$ cat src/osc_pll_pkg.sv
package osc_pll_pkg;

   // Register offsets on the internal register port.
   localparam logic [6:0] ADDR_FRAC_LOW = 7'h03;
   localparam logic [6:0] ADDR_FRAC_MID = 7'h04;
   localparam logic [6:0] ADDR_FRAC_HIGH = 7'h05;
   localparam logic [6:0] ADDR_INTEGER_PLL_INPUT_HALVE = 7'h06;
   localparam logic [6:0] ADDR_POSTDIV_FRACMODE = 7'h07;
   localparam logic [6:0] ADDR_POWER_DOWN = 7'h1e;

   // Field positions.
   localparam int OSC_PD_BIT = 3;
   localparam int PLL_PD_BIT = 0;
   localparam int HALVE_BIT = 4;
   localparam int FRAC_EN_BIT = 2;
   localparam int FRAC_WIDTH = 22;
   localparam int INT_WIDTH = 4;

   // Values after reset.
   localparam logic [7:0] RST_FRAC_LOW = 8'h21;
   localparam logic [7:0] RST_FRAC_MID = 8'hfd;
   localparam logic [5:0] RST_FRAC_HIGH = 6'h36;
   localparam logic [3:0] RST_INTEGER = 4'h7;
   localparam logic RST_HALVE = 1'b0;
   localparam logic [1:0] RST_POST_SEL = 2'h2;
   localparam logic RST_FRAC_EN = 1'b1;
   localparam logic RST_OSC_PD = 1'b1;
   localparam logic RST_PLL_PD = 1'b1;

   // Clock source codes for the master and auxiliary clock pins.
   localparam logic [1:0] SRC_OSC = 2'h0;
   localparam logic [1:0] SRC_CLOCK_A = 2'h1;
   localparam logic [1:0] SRC_CLOCK_B = 2'h2;

   // One complete PLL setting.
   typedef struct packed {
      logic [INT_WIDTH-1:0] integer_mult;
      logic [FRAC_WIDTH-1:0] frac_mult;
      logic [1:0] pll_post_divider_sel;
      logic pll_fraction_enable;
      logic pll_input_halve;
   } pll_setting_t;

   localparam pll_setting_t RST_SETTING = '{
      integer_mult: RST_INTEGER,
      frac_mult: {RST_FRAC_HIGH, RST_FRAC_MID, RST_FRAC_LOW},
      pll_post_divider_sel: RST_POST_SEL,
      pll_fraction_enable: RST_FRAC_EN,
      pll_input_halve: RST_HALVE
   };

   // Clock routing requests from the audio interface and output logic.
   typedef struct packed {
      logic [1:0] master_src;
      logic [1:0] aux_src;
      logic master_pin_output;
      logic aux_pin_enable;
   } clock_route_t;

   // Multiplication ratio in 4.22 fixed point; fraction dropped in
   // integer mode so the two contributions only add when enabled.
   function automatic logic [INT_WIDTH+FRAC_WIDTH-1:0] pll_ratio(
      input pll_setting_t s);
      logic [FRAC_WIDTH-1:0] f;
      f = s.pll_fraction_enable ? s.frac_mult : '0;
      return {s.integer_mult, f};
   endfunction : pll_ratio

endpackage : osc_pll_pkg

$ cat src/ref_prescaler.sv
`timescale 1ns/1ps
`default_nettype none

// Turns oscillator ticks into PLL reference ticks, optionally halved.
module ref_prescaler (
   input wire logic clk,
   input wire logic rst,
   input wire logic ce,
   input wire logic osc_running,
   input wire logic halve,
   input wire logic osc_tick,
   output logic ref_tick
);
   import osc_pll_pkg::*;

   logic phase_q;
   logic phase_d;
   logic tick_q;
   logic tick_d;

   // Without a running oscillator there is no reference at all.
   assign tick_d = osc_running && osc_tick && (!halve || phase_q);
   assign phase_d = !osc_running ? 1'b0 : (osc_tick ? !phase_q : phase_q);

   // The phase restarts whenever the oscillator stops, so the first
   // halved tick after power-up always lands on the second input tick.
   always_ff @(posedge clk or posedge rst) begin
      if (rst) begin
         phase_q <= 1'b0;
         tick_q <= 1'b0;
      end else if (ce) begin
         phase_q <= phase_d;
         tick_q <= tick_d;
      end
   end

   assign ref_tick = tick_q;

endmodule : ref_prescaler

`default_nettype wire

$ cat src/multiplier_hold.sv
`timescale 1ns/1ps
`default_nettype none

// Chooses between the software setting and the receiver's setting.
module multiplier_hold (
   input wire logic clk,
   input wire logic rst,
   input wire logic ce,
   input wire logic auto_mode,
   input wire osc_pll_pkg::pll_setting_t user_setting,
   input wire osc_pll_pkg::pll_setting_t rx_setting,
   input wire logic rx_update,
   input wire logic rx_stream_active,
   output osc_pll_pkg::pll_setting_t active_setting
);
   import osc_pll_pkg::*;

   pll_setting_t hold_q;
   pll_setting_t hold_d;
   logic take_rx;

   // Updates are only taken while a stream is present; otherwise the
   // last recovered values stay frozen.
   assign take_rx = rx_update && rx_stream_active;
   assign hold_d = take_rx ? rx_setting : hold_q;

   // The held values start at the defaults, so an idle receiver leaves
   // the PLL near its default output.
   always_ff @(posedge clk or posedge rst) begin
      if (rst) begin
         hold_q <= RST_SETTING;
      end else if (ce) begin
         hold_q <= hold_d;
      end
   end

   assign active_setting = auto_mode ? hold_q : user_setting;

endmodule : multiplier_hold

`default_nettype wire

$ cat src/osc_pll_clock_control.sv
`timescale 1ns/1ps
`default_nettype none

// Operation
// - Oscillator power-down is bit 3 of 0x1e, reset 1; clock only when up.
// - Oscillator clock selectable for master pin output and auxiliary pin.
// - PLL power-down is bit 0 of 0x1e, reset 1; 0 powers up.
// - Receiver enabled means automatic mode; receiver steers the PLL.
// - In automatic mode derived clocks flagged invalid until receiver relocks.
// - Stream stop in automatic mode freezes integer and fractional values.
// - With no stream, automatic mode keeps default values near 24 MHz.
// - Receiver disabled means manual mode; software settings alone apply.
// - 22-bit fraction from 0x03, 0x04 and 0x05 bits 5:0 with defaults.
// - Integer multiplier in 0x06 bits 3:0, reset 0111.
// - Ratio is integer plus fraction over 2^22; fraction added in fractional mode only.
// - 0x06 bit 4, reset 0, halves the oscillator clock into the PLL.
// - Post divider select in 0x07 bits 1:0, reset 10; auto set by receiver.
// - 0x07 bit 2, reset 1: 0 integer mode, 1 fractional mode.
// - Master clock feeds audio interface and transmitter; pin in or out.
module osc_pll_clock_control (
   input wire logic clk,
   input wire logic rst,
   input wire logic ce,
   input wire logic soft_reset,
   input wire logic [6:0] reg_addr,
   input wire logic [7:0] reg_wdata,
   input wire logic reg_wr,
   input wire logic reg_rd,
   output logic [7:0] reg_rdata,
   output logic reg_rvalid,
   input wire logic rx_enable,
   input wire osc_pll_pkg::pll_setting_t rx_setting,
   input wire logic rx_update,
   input wire logic rx_stream_active,
   input wire logic rx_rate_change,
   input wire logic rx_locked,
   input wire logic osc_tick,
   input wire osc_pll_pkg::clock_route_t route,
   output logic osc_enable,
   output logic pll_enable,
   output logic pll_ref_tick,
   output osc_pll_pkg::pll_setting_t pll_setting,
   output logic [25:0] pll_ratio_out,
   output logic auto_mode,
   output logic derived_clocks_valid,
   output logic [1:0] master_clock_src,
   output logic [1:0] aux_clock_src,
   output logic master_pin_oe_n,
   output logic aux_pin_enable,
   output logic master_clock_ok,
   output logic aux_clock_ok,
   output logic config_warning
);
   import osc_pll_pkg::*;

   // Software-visible register state.
   logic [7:0] frac_low_q;
   logic [7:0] frac_mid_q;
   logic [5:0] frac_high_q;
   logic [3:0] integer_q;
   logic halve_q;
   logic [1:0] post_sel_q;
   logic frac_en_q;
   logic osc_pd_q;
   logic pll_pd_q;

   // Decoded write strobes.
   logic wr_frac_low;
   logic wr_frac_mid;
   logic wr_frac_high;
   logic wr_integer;
   logic wr_postdiv;
   logic wr_power;

   assign wr_frac_low = reg_wr && (reg_addr == ADDR_FRAC_LOW);
   assign wr_frac_mid = reg_wr && (reg_addr == ADDR_FRAC_MID);
   assign wr_frac_high = reg_wr && (reg_addr == ADDR_FRAC_HIGH);
   assign wr_integer = reg_wr && (reg_addr == ADDR_INTEGER_PLL_INPUT_HALVE);
   assign wr_postdiv = reg_wr && (reg_addr == ADDR_POSTDIV_FRACMODE);
   assign wr_power = reg_wr && (reg_addr == ADDR_POWER_DOWN);

   // Fraction bytes; the top register only holds six bits.
   always_ff @(posedge clk or posedge rst) begin
      if (rst) begin
         frac_low_q <= RST_FRAC_LOW;
         frac_mid_q <= RST_FRAC_MID;
         frac_high_q <= RST_FRAC_HIGH;
      end else if (ce) begin
         if (soft_reset) begin
            frac_low_q <= RST_FRAC_LOW;
            frac_mid_q <= RST_FRAC_MID;
            frac_high_q <= RST_FRAC_HIGH;
         end else begin
            if (wr_frac_low) frac_low_q <= reg_wdata;
            if (wr_frac_mid) frac_mid_q <= reg_wdata;
            if (wr_frac_high) frac_high_q <= reg_wdata[5:0];
         end
      end
   end

   // Integer multiplier and input pre-scale select.
   always_ff @(posedge clk or posedge rst) begin
      if (rst) begin
         integer_q <= RST_INTEGER;
         halve_q <= RST_HALVE;
      end else if (ce) begin
         if (soft_reset) begin
            integer_q <= RST_INTEGER;
            halve_q <= RST_HALVE;
         end else if (wr_integer) begin
            integer_q <= reg_wdata[INT_WIDTH-1:0];
            halve_q <= reg_wdata[HALVE_BIT];
         end
      end
   end

   // Post divider select and fractional mode select.
   always_ff @(posedge clk or posedge rst) begin
      if (rst) begin
         post_sel_q <= RST_POST_SEL;
         frac_en_q <= RST_FRAC_EN;
      end else if (ce) begin
         if (soft_reset) begin
            post_sel_q <= RST_POST_SEL;
            frac_en_q <= RST_FRAC_EN;
         end else if (wr_postdiv) begin
            post_sel_q <= reg_wdata[1:0];
            frac_en_q <= reg_wdata[FRAC_EN_BIT];
         end
      end
   end

   // Power-down bits; the other bits of this register belong to other
   // sections and are neither stored nor driven here.
   always_ff @(posedge clk or posedge rst) begin
      if (rst) begin
         osc_pd_q <= RST_OSC_PD;
         pll_pd_q <= RST_PLL_PD;
      end else if (ce) begin
         if (soft_reset) begin
            osc_pd_q <= RST_OSC_PD;
            pll_pd_q <= RST_PLL_PD;
         end else if (wr_power) begin
            osc_pd_q <= reg_wdata[OSC_PD_BIT];
            pll_pd_q <= reg_wdata[PLL_PD_BIT];
         end
      end
   end

   // The software setting as one carrier.
   pll_setting_t user_setting;
   pll_setting_t active_setting;

   assign user_setting = {integer_q, frac_high_q, frac_mid_q, frac_low_q,
      post_sel_q, frac_en_q, halve_q};

   // Mode follows the receiver enable directly.
   logic auto_mode_w;
   pll_setting_t rx_setting_w;

   assign auto_mode_w = rx_enable;
   // The receiver sets the post divider itself; pre-scale and mode
   // select stay as software wrote them.
   assign rx_setting_w = {rx_setting.integer_mult, rx_setting.frac_mult,
      rx_setting.pll_post_divider_sel, frac_en_q, halve_q};

   multiplier_hold u_hold (
      .clk(clk),
      .rst(rst),
      .ce(ce),
      .auto_mode(auto_mode_w),
      .user_setting(user_setting),
      .rx_setting(rx_setting_w),
      .rx_update(rx_update),
      .rx_stream_active(rx_stream_active),
      .active_setting(active_setting)
   );

   // Power state of oscillator and PLL.
   logic osc_running;
   logic pll_running;

   assign osc_running = !osc_pd_q;
   // The PLL has no reference without the oscillator, so it only counts
   // as running when both are up.
   assign pll_running = !pll_pd_q && osc_running;

   ref_prescaler u_pll_input_halve (
      .clk(clk),
      .rst(rst),
      .ce(ce),
      .osc_running(osc_running),
      .halve(active_setting.pll_input_halve),
      .osc_tick(osc_tick),
      .ref_tick(pll_ref_tick)
   );

   // Clock validity in automatic mode: a rate change drops the flag and
   // only rx_locked raises it again, even a lock held throughout.
   logic valid_q;
   logic valid_d;

   // A rate change in the same cycle as a lock wins; the receiver is
   // expected to drop its lock while it retunes to the new rate.
   assign valid_d = !pll_running ? 1'b0 :
      !auto_mode_w ? 1'b1 :
      rx_rate_change ? 1'b0 :
      rx_locked ? 1'b1 : valid_q;

   always_ff @(posedge clk or posedge rst) begin
      if (rst) begin
         valid_q <= 1'b0;
      end else if (ce) begin
         valid_q <= valid_d;
      end
   end

   // Source selection for the two clock pins; a clock is usable only if
   // its generator is running and, for PLL clocks, valid.
   function automatic logic source_ok(input logic [1:0] sel,
                                      input logic osc_on,
                                      input logic pll_ok);
      source_ok = (sel == SRC_OSC) ? osc_on :
         ((sel == SRC_CLOCK_A) || (sel == SRC_CLOCK_B)) ? pll_ok : 1'b0;
   endfunction : source_ok

   logic master_ok_w;
   logic aux_ok_w;

   assign master_ok_w = route.master_pin_output &&
      source_ok(route.master_src, osc_running, valid_q);
   assign aux_ok_w = route.aux_pin_enable &&
      source_ok(route.aux_src, osc_running, valid_q);

   // Integer multiplier outside the allowed window is flagged, as is
   // integer mode while the receiver runs; the hardware still obeys.
   logic warn_w;

   assign warn_w = (integer_q < 4'h5) || (integer_q > 4'hd) ||
      (auto_mode_w && !frac_en_q);

   // Registered data outputs.
   logic [1:0] master_src_q;
   logic [1:0] aux_src_q;
   logic master_oe_n_q;
   logic aux_en_q;
   logic master_ok_q;
   logic aux_ok_q;
   logic warn_q;
   pll_setting_t setting_q;
   logic [25:0] ratio_q;

   always_ff @(posedge clk or posedge rst) begin
      if (rst) begin
         master_src_q <= SRC_OSC;
         aux_src_q <= SRC_OSC;
         master_oe_n_q <= 1'b1;
         aux_en_q <= 1'b0;
         master_ok_q <= 1'b0;
         aux_ok_q <= 1'b0;
         warn_q <= 1'b0;
      end else if (ce) begin
         master_src_q <= route.master_src;
         aux_src_q <= route.aux_src;
         master_oe_n_q <= !route.master_pin_output;
         aux_en_q <= route.aux_pin_enable;
         master_ok_q <= master_ok_w;
         aux_ok_q <= aux_ok_w;
         warn_q <= warn_w;
      end
   end

   // The ratio is held at zero while the PLL is down.
   always_ff @(posedge clk or posedge rst) begin
      if (rst) begin
         setting_q <= RST_SETTING;
         ratio_q <= '0;
      end else if (ce) begin
         setting_q <= active_setting;
         ratio_q <= pll_running ? pll_ratio(active_setting) : '0;
      end
   end

   // Register read-back; unmapped addresses and unused bits read zero.
   logic [7:0] rd_mux;
   logic [7:0] rdata_q;
   logic rvalid_q;

   assign rd_mux =
      (reg_addr == ADDR_FRAC_LOW) ? frac_low_q :
      (reg_addr == ADDR_FRAC_MID) ? frac_mid_q :
      (reg_addr == ADDR_FRAC_HIGH) ? {2'h0, frac_high_q} :
      (reg_addr == ADDR_INTEGER_PLL_INPUT_HALVE) ? {3'h0, halve_q, integer_q} :
      (reg_addr == ADDR_POSTDIV_FRACMODE) ? {5'h00, frac_en_q, post_sel_q} :
      (reg_addr == ADDR_POWER_DOWN) ? {4'h0, osc_pd_q, 2'h0, pll_pd_q} :
      8'h00;

   always_ff @(posedge clk or posedge rst) begin
      if (rst) begin
         rdata_q <= 8'h00;
         rvalid_q <= 1'b0;
      end else if (ce) begin
         rvalid_q <= reg_rd;
         if (reg_rd) rdata_q <= rd_mux;
      end
   end

   assign reg_rdata = rdata_q;
   assign reg_rvalid = rvalid_q;
   assign osc_enable = osc_running;
   assign pll_enable = !pll_pd_q;
   assign pll_setting = setting_q;
   assign pll_ratio_out = ratio_q;
   assign auto_mode = auto_mode_w;
   assign derived_clocks_valid = valid_q;
   assign master_clock_src = master_src_q;
   assign aux_clock_src = aux_src_q;
   assign master_pin_oe_n = master_oe_n_q;
   assign aux_pin_enable = aux_en_q;
   assign master_clock_ok = master_ok_q;
   assign aux_clock_ok = aux_ok_q;
   assign config_warning = warn_q;

endmodule : osc_pll_clock_control

`default_nettype wire

$ cat config.mk
export PLATFORM = sky130hd
export DESIGN_NAME = osc_pll_clock_control
export DESIGN_NICKNAME = d
export VERILOG_FILES = /design/src/osc_pll_pkg.sv /design/src/ref_prescaler.sv /design/src/multiplier_hold.sv /design/src/osc_pll_clock_control.sv
export SDC_FILE = /design/constraint.sdc
export NUM_CORES = 1
export LEC_CHECK = 0
export BUFFER_PORTS_ARGS = -buffer_cell sky130_fd_sc_hd__buf_4
export CORE_ASPECT_RATIO = 0.8
export CORE_MARGIN = 3
export CORE_UTILIZATION = 55
export CTS_BUF_LIST = sky130_fd_sc_hd__clkbuf_16
export CTS_CLUSTER_SIZE = 20
export DETAILED_ROUTE_END_ITERATION = 7
export PLACE_DENSITY = 0.81
export SLEW_MARGIN = 0
export SYNTH_ARGS = -nofsm -noshare
export SYNTH_HDL_FRONTEND = slang
export SYNTH_SLANG_ARGS = --single-unit
$ cat constraint.sdc
create_clock -name clk -period 6.9 [get_ports clk]
set_input_delay 1.38 -clock clk [delete_from_list [all_inputs] [get_ports clk]]
set_output_delay 1.38 -clock clk [all_outputs]
set_load 0.005 [all_outputs]
After elaboration in Yosys (flattened, before gate mapping). Cells that the tools add are included. Widths: inputs -> output; s select.

Multiply operators: 0. $add $sub $neg: 0. Divide/modulo/power cells: 0. Equality and inequality tests: 11. Bitwise operators: 0. Shifts and indexed selects: 0. $lt $le $gt $ge: 2. Multiplexer cells: 37. Reductions and logical operators: 43.

Operator list (count): $mux 8 (6); $mux 30 (1); $eq 7x3->1 const B (4); $mux 26 (1); $mux 22 (1); $reduce_and 2->1 (10); $mux 1 (18); $mux 6 (3); $mux 4 (4); $reduce_bool 2->1 (7); $logic_and 1x1->1 (13); $eq 7x2->1 const B (1); $eq 7x5->1 const B (1); $logic_not 1->1 (6); $logic_or 1x1->1 (5); $mux 5 (1); $eq 2x1->1 const B (2); $eq 2x2->1 const B (2); $gt 4x4->1 const B (1); $logic_not 2->1 (2); $lt 4x3->1 const B (1); $mux 2 (2); $ne 4x4->1 const B (1).

Memories: 0. Logic and storage cells: 125. Bits in writable memories: 0. Memory bits (read-only): 0. Input port bits: 63. Latch bits: 0. Register bits: 139. Output and inout port bits: 79.

Longest topological paths before layout. Gate-level depths: netlist of the first run.

Depth after elaboration: 7. Depth in mapped cells: 6. Gate-level depth less buffers: 6.

Modules after synthesis. Synthesis of the first run repeated with hierarchy kept, for this count alone.

Cell total of the unflattened synthesis: 561. Area total of the unflattened synthesis: 6432.4 sq um.

Modules (own cells, without submodules): osc_pll_clock_control (instances 1, cells each 451, area an instance 4708.3 sq um, sequential area each 2726.4 sq um); multiplier_hold (instances 1, cells each 98, area an instance 1624.1 sq um, sequential area each 773.2 sq um); ref_prescaler (instances 1, cells each 12, area an instance 100.1 sq um, sequential area each 50.0 sq um).

Least setup slack after synthesis of the first run. Ideal clock, no wire load.

Path type: input -> output. Start: input rx_enable. End: output auto_mode. Data arrival time: 1.491 ns. Data required time: 5.520 ns. Slack: 4.029 ns. Path buffers: 1. Stages: 1. Cell sequence: buf_4.

RTL lines: from (decl) (line osc_pll_clock_control.sv:31) `input wire logic rx_enable,`; to (decl) (line osc_pll_clock_control.sv:44) `output logic auto_mode,`.

No word-level cell between the ends.

Worst setup path after layout of the first run.
Start: input rx_enable. End: output auto_mode.

No word-level cell between the ends.

==> results of run 1 <==
[cell usage after synthesis, types with 11 or more instances]
cell type | n | share of area
a21oi_1 | 15 | 0.012
mux2_2 | 36 | 0.066
inv_1 | 22 | 0.014
a22o_1 | 14 | 0.020
dfrtp_1 | 82 | 0.34
mux2i_1 | 35 | 0.057
dfstp_2 | 57 | 0.25
clkbuf_1 | 18 | 0.011
nor2_1 | 41 | 0.025
a21o_1 | 22 | 0.027
nand2_1 | 20 | 0.012
o22a_1 | 11 | 0.016
o21ai_0 | 14 | 0.011
a32o_1 | 21 | 0.034
[logic make-up after synthesis]
| kind of cell | Yosys count | synth area share |
|---|---|---|
| mux | 71 | 0.1238 |
| flops | 139 | 0.5814 |
| compound gates | 134 | 0.1707 |
| simple gates | 100 | 0.08443 |
| fa+ha+maj | 2 | 0.004098 |
| buf+inv | 55 | 0.03566 |
[metrics by stage]
step                      hold WS, ns  power (mW)  cell area [um^2]  utilization
after floorplan                0.4576       1.106              6106            -
after global placement         0.4590       1.228              7231       0.6868
after detailed placement       0.4699       1.242              7231       0.6868
after CTS                      0.4764       2.082              7776       0.7386
after global routing           0.4928       2.155              7776       0.7386
final                          0.4734       2.070              7776       0.7386
[where the power goes]
| group | total, mW | internal [mW] | switching [mW] |
|---|---|---|---|
| Combinational | 0.273 | 0.140 | 0.132 |
| Sequential | 0.958 | 0.915 | 0.0435 |
| Clock | 0.839 | 0.518 | 0.321 |
[state kept, by name, indices dropped and copies added (netlist names)]
| name | cells |
|---|---|
| master_pin_oe_n | 1 |
| pll_setting | 30 |
| reg_rvalid | 1 |
| u_pll_input_halve.ref_tick | 1 |
| integer_q | 4 |
| frac_en_q | 1 |
| aux_clock_src | 2 |
| pll_ratio_out | 26 |
| post_sel_q | 2 |
| pll_pd_q | 1 |
| u_pll_input_halve.phase_q | 1 |
| u_hold.hold_q | 30 |
| frac_high_q | 6 |
| master_clock_src | 2 |
| frac_mid_q | 8 |
| frac_low_q | 8 |
| reg_rdata | 8 |
| master_clock_ok | 1 |
| halve_q | 1 |
| derived_clocks_valid | 1 |
| osc_pd_q | 1 |
| aux_clock_ok | 1 |
| config_warning | 1 |
| aux_pin_enable | 1 |
[area by class of cell]
cell class | instances | share of cell area
Sequential cell | 139 | 0.4565
Timing Repair Buffer | 143 | 0.1381
Clock inverter | 15 | 0.01545
Tap cell | 140 | 0.02253
Multi-Input combinational cell | 307 | 0.3015
Inverter | 22 | 0.01126
Clock buffer | 17 | 0.05471
[routing by layer]
metal	share of wire	global-route usage	wire [um]	up-vias
li1	-	-	-	2097
met1	0.43	0.3657	6755	2347
met2	0.48	0.4163	7510	191
met3	0.074	0.06704	1162	22
met4	0.012	0.07319	183	0
met5	0	0	0	-
[worst min path at each step]
stage          cells after the start                to  slack [ns]             start
4_1_cts                            2   pll_setting[25]        0.48   pll_setting[25]
3_5_place_dp                       1   pll_setting[13]        0.47   pll_setting[13]
6_report                           2   pll_setting[25]        0.47   pll_setting[25]
2_1_floorplan                      2   pll_setting[25]        0.46   pll_setting[25]
5_1_grt                            2  u_hold.hold_q[1]        0.49  u_hold.hold_q[1]
3_3_place_gp                       2   pll_setting[25]        0.46   pll_setting[25]
==> results.toml, run 1 <==
[outcome]
status = "complete, no violations"

[critical_path]
startpoint = "rx_enable"
path_delay_family = "buffers and inverters"
critPathLaunchType = "input pin"
critPathCapture = "auto_mode"
worst-path-stages = 2
cp.required_ns = 5.52
crit_buf_inv = 2
criticalPathCategory = "in -> out"
reg2reg_to = "pll_ratio_out[22]"
max_stage_delay_ns = 0.48
cp-end-kind = "output pin"
r2r_cells = 3
cp_common_cell = "buf_4"
cpMaxStageDelayCell = "buf_4"
worstPathArrival_ns = 2.07
crit_chain = "buf_4 > buf_4"
critPathMaxFanout = 35
regToRegSetupSlack_ns = 4.86
r2r_start = "osc_pd_q"

[pwr]
ir_worst_vdd_mv = 0.1780
power_density_nw_per_um2 = 266.2
p_leak_nw = 3.730

[synth]
synth-edff-count = 0
syn_area_um2 = 6106
yosys_warnings = 0
avgSynthCellArea_um2 = 12.19
dominantRegCellSynth = "dfrtp_1"
syn_inst = 501
synth-seq-cells = 139
yosysSeqAreaShare = 0.5814
async_reset_ff_frac = 1.000
ys_types = 50
syn_nets = 566

[die]
die_area_um2 = 12410
die_w_um = 123.8
start_util = 0.5799
dieHeight_um = 100.2
rows = 33
coreArea_um2 = 10530
pin_count = 142

[timing]
min_period_ns = 3.454
hold_viol_final = 0
fin_skew_ns = 0.007204
tns_ns = 0
maxSlewViolCount = 0
fin_crit_sh = 0.5006
relSlewSlack = 0.1272
rsz0062_at_grt = "no"
setup_ws_ns = 3.446
worst_slew_pin_slew_ns = 1.308
timing.fmax_mhz = 289.5
finalSetupViolations = 0

[placement]
dp_worst_setup_slack_ns = 3.445
dpl.cell_count = 751
place_hpwl_um = 10710
io_buffers = 139
gp_congestion = 0.8847

[cts]
ctsResizeCount = 0
clk_path_buf_depth = 2
clock-sinks = 139
cts-htree-levels = 4
ctsHoldBuffers = 0
cts_buffers = 17
post_cts_buffers = 0
path_clk_slew_ns = 0.06
clock_latency_ns = 0.42
clock-root-buffer = "clkbuf_16"
cts_tree = "built"

[layout]
stdcell_count = 783
fillers = 732
area_delta_synth_final_pct = 27.36
multiInputGateArea_um2 = 2345
mostFrequentLayoutCells = "buf_4, dfrtp_1, dfstp_2"
layout-drive-gt1-share = 0.4230
final_common_cell = "buf_4"
antennaDiodeCount = 0
seqCellArea_um2 = 3550
fin_nets = 695

[job]
drv_cap = 0

[detailed_routing]
num_vias = 4657
wl_per_cell_um = 19.94
drc_errors = 0
drt_iter0_markers = 350
final_antenna_net_count = 0
drt_pre_antenna_iters = 7
wl_um = 15610
vias_per_cell = 5.948

[grt]
grt_pass1_vias = 4708
antenna_found_initial = 0
grt_pass1_wl_um = 25090
grt_max_degree = 93
overflow = 0
track_usage = 0.2640

[hold_path]
hold_path.class = "reg -> reg"
(Power assumes the default switching activity.)
==> inputs of run 2 (changes only) <==
--- a/config.mk
+++ b/config.mk
@@ -8,11 +8,11 @@
 export BUFFER_PORTS_ARGS = -buffer_cell sky130_fd_sc_hd__buf_4
 export CORE_ASPECT_RATIO = 0.8
 export CORE_MARGIN = 3
-export CORE_UTILIZATION = 55
+export CORE_UTILIZATION = 49
 export CTS_BUF_LIST = sky130_fd_sc_hd__clkbuf_16
 export CTS_CLUSTER_SIZE = 20
 export DETAILED_ROUTE_END_ITERATION = 7
-export PLACE_DENSITY = 0.81
+export PLACE_DENSITY = 0.77
 export SLEW_MARGIN = 0
 export SYNTH_ARGS = -nofsm -noshare
 export SYNTH_HDL_FRONTEND = slang
==> constraint.sdc (replaced) <==
create_clock -name clk -period 2.84 [get_ports clk]
set_input_delay 0.568 -clock clk [delete_from_list [all_inputs] [get_ports clk]]
set_output_delay 0.568 -clock clk [all_outputs]
set_load 0.005 [all_outputs]
==> results.toml, run 2 (synthesized netlist as in run 1, its figures left out) <==
[outcome]
status = "complete, no violations"

[layout]
fillers = 890
area_delta_synth_final_pct = 29.82
antennaDiodeCount = 0
final_common_cell = "buf_4"
postLayoutCellArea_um2 = 7926
layout-drive-gt1-share = 0.4343
mostFrequentLayoutCells = "buf_4, dfrtp_1, dfstp_2"
fin_nets = 699

[pwr]
ir_worst_vdd_mv = 0.4869
power_density_nw_per_um2 = 675.4
p_leak_nw = 3.777

[cts]
cts-htree-levels = 4
ctsHoldBuffers = 0
clock-root-buffer = "clkbuf_16"
clock_latency_ns = 0.42
clock-sinks = 139
path_clk_slew_ns = 0.06
clk_path_buf_depth = 2
cts_buffers = 17
cts_tree = "built"
post_cts_buffers = 0
ctsResizeCount = 0

[placement]
io_buffers = 139
gp_congestion = 0.9124
place_hpwl_um = 10910
post_dp_cell_area_um2 = 7295

[die]
pin_count = 142
die_w_um = 130.8
rows = 35
dieHeight_um = 105.8
die_area_um2 = 13850
start_util = 0.5164
coreArea_um2 = 11820

[detailed_routing]
drc_errors = 0
final_antenna_net_count = 0
drt_iter0_markers = 333
wl_um = 15830
wl_per_cell_um = 19.92
vias_per_cell = 5.881
num_vias = 4675
drt_pre_antenna_iters = 5

[timing]
hold_viol_final = 0
finalSetupViolations = 0
relSlewSlack = 0.4997
whs_ns = 0.3129
tns_ns = 0
min_period_ns = 1.846
fin_skew_ns = 0.009991
timing.fmax_mhz = 541.6
rsz0062_at_grt = "no"
maxSlewViolCount = 0
worst_slew_pin_slew_ns = 0.7504
fin_crit_sh = 0.6501

[grt]
grt_max_degree = 140
grt_pass1_vias = 4767
grt_use_met3 = 0.06028
grt_pass1_wl_um = 25340
overflow = 0
use_met1 = 0.3295
track_usage = 0.2380
grt_use_met2 = 0.3660
grt-busiest-layer = "met2"
antenna_found_initial = 0

[hold_path]
hold_path.class = "in -> reg"

[critical_path]
critPathLaunchType = "flip-flop"
worstPathArrival_ns = 1.28
critPathMaxFanout = 5
cp.required_ns = 2.27
cp-end-kind = "output pin"
criticalPathCategory = "reg -> out"

[job]
drv_cap = 0
==> run 2: changes by cell type in the layout (fill, tap and decap cells not counted), sizes merged <==
cell      change
bufinv        +3
inv           -4
buf           +4
clkinvlp      +3
clkinv        -2
==> run 2: area by class of cell <==
type | instances | area [um^2] | share of cell area
multi-input cells | 307 | 2345 | 0.2958
well taps | 148 | 185.2 | 0.02336
repair buffers | 147 | 1129 | 0.1424
clock buffers | 17 | 425.4 | 0.05367
inverters | 22 | 86.33 | 0.01089
flip-flops and latches | 139 | 3550 | 0.4478
clock inverters | 15 | 206.4 | 0.02605
==> run 2: final timing paths <==
path	slack, ns	endpoint	depth (start not counted)	from
max	0.99	osc_enable	2	osc_pd_q
min	0.31	master_pin_oe_n	2	route[1]
max reg2reg	1.27	pll_ratio_out[24]	3	osc_pd_q
min reg2reg	0.48	pll_setting[5]	1	pll_setting[5]
max in group asynchronous	1.92	u_hold.hold_q[6]	3	rst
min in group asynchronous	0.34	pll_ratio_out[22]	3	rst
==> run 2: per-stage QoR <==
| step | instances | util | setup WS [ns] | power, mW |
|---|---|---|---|---|
| floorplan | 501 | - | 0.5834 | 2.689 |
| global placement | 763 | 0.6169 | 0.7921 | 2.996 |
| detailed placement | 763 | 0.6169 | 0.7717 | 3.031 |
| CTS | 795 | 0.6704 | 0.9842 | 5.400 |
| global route | 795 | 0.6704 | 0.9457 | 5.574 |
| finish | 795 | 0.6704 | 0.9936 | 5.353 |
==> run 2: per-layer routing <==
layer,wire (um),vias up
li1,-,2110
met1,7007,2364
met3,1006,25
met4,279,0
met5,0,-
met2,7540,176
==> run 2: worst max-delay path, stage by stage, from the launching register on <==
cell     delay [ns]
dfstp_2        0.60
inv_1          0.12
buf_4          0.15
==> run 2: report_power, final <==
group          total [mW]  leakage (nW)  internal (mW)  switching [mW]
sequential           2.33          1.68           2.22           0.104
clock                2.36         0.306           1.54           0.814
combinational       0.672          1.79          0.350           0.321
==> inputs of run 3 (changes only) <==
--- a/config.mk
+++ b/config.mk
@@ -5,14 +5,15 @@
 export SDC_FILE = /design/constraint.sdc
 export NUM_CORES = 1
 export LEC_CHECK = 0
+export ABC_AREA = 1
 export BUFFER_PORTS_ARGS = -buffer_cell sky130_fd_sc_hd__buf_4
 export CORE_ASPECT_RATIO = 0.8
 export CORE_MARGIN = 3
-export CORE_UTILIZATION = 49
+export CORE_UTILIZATION = 54
 export CTS_BUF_LIST = sky130_fd_sc_hd__clkbuf_16
 export CTS_CLUSTER_SIZE = 20
 export DETAILED_ROUTE_END_ITERATION = 7
-export PLACE_DENSITY = 0.77
+export PLACE_DENSITY = 0.8
 export SLEW_MARGIN = 0
 export SYNTH_ARGS = -nofsm -noshare
 export SYNTH_HDL_FRONTEND = slang
==> constraint.sdc (replaced) <==
create_clock -name clk -period 1.95 [get_ports clk]
set_input_delay 0.39 -clock clk [delete_from_list [all_inputs] [get_ports clk]]
set_output_delay 0.39 -clock clk [all_outputs]
set_load 0.005 [all_outputs]
==> results.toml, run 3 <==
[critical_path]
r2r_cells = 4
reg2reg_to = "pll_ratio_out[21]"
criticalPathCategory = "reg -> out"
regToRegSetupSlack_ns = 0.56
critPathMaxFanout = 7
cp-end-kind = "output pin"
cp.required_ns = 1.56
r2r_start = "osc_pd_q"
critPathLaunchType = "flip-flop"
worstPathArrival_ns = 1.27
startpoint = "osc_pd_q"

[placement]
gp_congestion = 0.9813
dp_worst_setup_slack_ns = 0.1677
io_buffers = 139
post_dp_cell_area_um2 = 7346
place_hpwl_um = 11790

[synth]
avgSynthCellArea_um2 = 9.192
synth-edff-count = 0
synth.largest_area_cell = "dfrtp_1"
yosys.area.top_type_share = 0.3367
syn_inst = 663
yosys_warnings = 0
synth-seq-cells = 139
dominantRegCellSynth = "dfrtp_1"
yosysSeqAreaShare = 0.5824
synth_most_common_cell = "nand2_1"
syn_nets = 728
ys_types = 27
async_reset_ff_frac = 1.000
syn_area_um2 = 6095
synth_commonest_cells = "nand2_1, dfrtp_1, o21ai_0"
synth.area.top_cells = "dfrtp_1, dfstp_2, nand2_1"

[layout]
mostFrequentLayoutCells = "nand2_1, buf_4, dfrtp_1"
multiInputGateArea_um2 = 2216
antennaDiodeCount = 0
fillers = 761
fin_nets = 874
layout-drive-gt1-share = 0.3662
postLayoutCellArea_um2 = 7929
area_delta_synth_final_pct = 30.10
final_common_cell = "nand2_1"
seqCellArea_um2 = 3550

[pwr]
switching_share = 0.2682
p_clk_frac = 0.393
seqPwrFrac = 0.457
p_leak_nw = 3.910
p_comb_frac = 0.150
ir_worst_vdd_mv = 0.6444
power_density_nw_per_um2 = 1006
internal-power_mw = 5.840
p_sw_mw = 2.140

[detailed_routing]
wl_um = 16880
num_vias = 5320
drt_iter0_markers = 567
final_antenna_net_count = 0
vias_per_cell = 5.507
drt_pre_antenna_iters = 5
drc_errors = 0
wl_per_cell_um = 17.47

[job]
drv_cap = 0

[die]
pin_count = 142
coreArea_um2 = 10930
die_w_um = 124.8
dieHeight_um = 101.0
die_area_um2 = 12600
rows = 34
start_util = 0.5575

[grt]
overflow = 0
grt_max_degree = 92
track_usage = 0.2725
grt_pass1_vias = 5286
grt_pass1_wl_um = 26900
antenna_found_initial = 0

[cts]
cts_tree = "built"
cts_buffers = 17
post_cts_buffers = 0
ctsResizeCount = 0
clock_latency_ns = 0.42
path_clk_slew_ns = 0.06
clock-sinks = 139
cts-htree-levels = 4
clk_path_buf_depth = 2
clock-root-buffer = "clkbuf_16"

[timing]
relSlewSlack = 0.6312
maxSlewViolCount = 0
hold_viol_final = 0
rsz0062_at_grt = "no"
whs_ns = 0.1818
min_period_ns = 1.655
timing.fmax_mhz = 604.2
finalSetupViolations = 0
fin_skew_ns = 0.01139
worst_slew_pin_slew_ns = 0.5473
fin_crit_sh = 0.8487
setup_ws_ns = 0.2949

[hold_path]
hold_path.class = "in -> reg"
holdPathStages = 4
hold_path_end = "master_pin_oe_n"
worstHoldStart = "route[1]"

[outcome]
status = "complete, no violations"
run 3: changes by cell type after synthesis, sizes merged, moves of 11 or more:
cell	previous run	this run
a21o	22	0
o22a	11	0
a22o	14	0
a32o	21	0
nand2	20	187
nand3	3	24
mux2i	35	0
o21ai	16	112
inv	22	48
a21oi	15	30
run 3: stage by stage:
step	cells	util	power, mW	TNS [ns]
after floorplan	663	-	4.223	-10.54
after global placement	933	0.6719	4.790	0
after detailed placement	933	0.6719	4.859	0
after CTS	966	0.7252	7.992	0
after global routing	966	0.7252	8.317	0
final	966	0.7252	7.980	0
run 3: critical path, cell delays in order, from the launching register on:
cell	delay (ns)
dfstp_2	0.62
inv_1	0.08
buf_4	0.14
run 3: what timing repair did:
| action | 4_1_cts | 5_1_grt |
|---|---|---|
| hold buffers | 1 | 0 |
| setup endpoints to repair | 0 | 0 |
| hold endpoints to repair | 7 | 0 |
run 3: layer usage:
layer	track usage	wire [um]	up-vias
met2	0.4481	8089	261
met4	0.07582	274	0
met5	0	0	-
li1	-	-	2448
met3	0.08051	1504	27
met1	0.3570	7008	2584
run 3: final cells by class:
cell class / count / area share
flip-flops and latches: 139 / 0.4477
multi-input cells: 445 / 0.2795
repair buffers: 158 / 0.1546
clock buffers: 17 / 0.05365
inverters: 48 / 0.02320
well taps: 144 / 0.02272
clock inverters: 15 / 0.01862
run 3: kinds of logic (layout without fill, tap and decap cells):
kind of cell | after synthesis | after routing | synth area share
adder cells (fa/ha/maj) | 2 | 2 | 0.004105
buffers and inverters | 79 | 238 | 0.05399
flip-flops | 139 | 139 | 0.5824
multiplexers | 28 | 28 | 0.05173
AND/OR/NAND/NOR | 270 | 270 | 0.1798
AO/OA/AOI/OAI | 145 | 145 | 0.1279
run 3: worst max path at each step:
stage,end,slack (ns)
3_5_place_dp,frac_high_q[0],0.17
6_report,osc_enable,0.29
5_1_grt,osc_enable,0.26
3_3_place_gp,frac_high_q[0],0.23
2_1_floorplan,aux_clock_ok,-0.13
4_1_cts,osc_enable,0.30
run 3: power by group through the flow:
stage	clock [mW]	sequential, mW	combinational, mW
finish	3.14	3.64	1.20
global route	3.31	3.69	1.32
CTS	3.15	3.64	1.21
detailed placement	0	3.68	1.18
global placement	0	3.65	1.14
floorplan	0	3.62	0.605
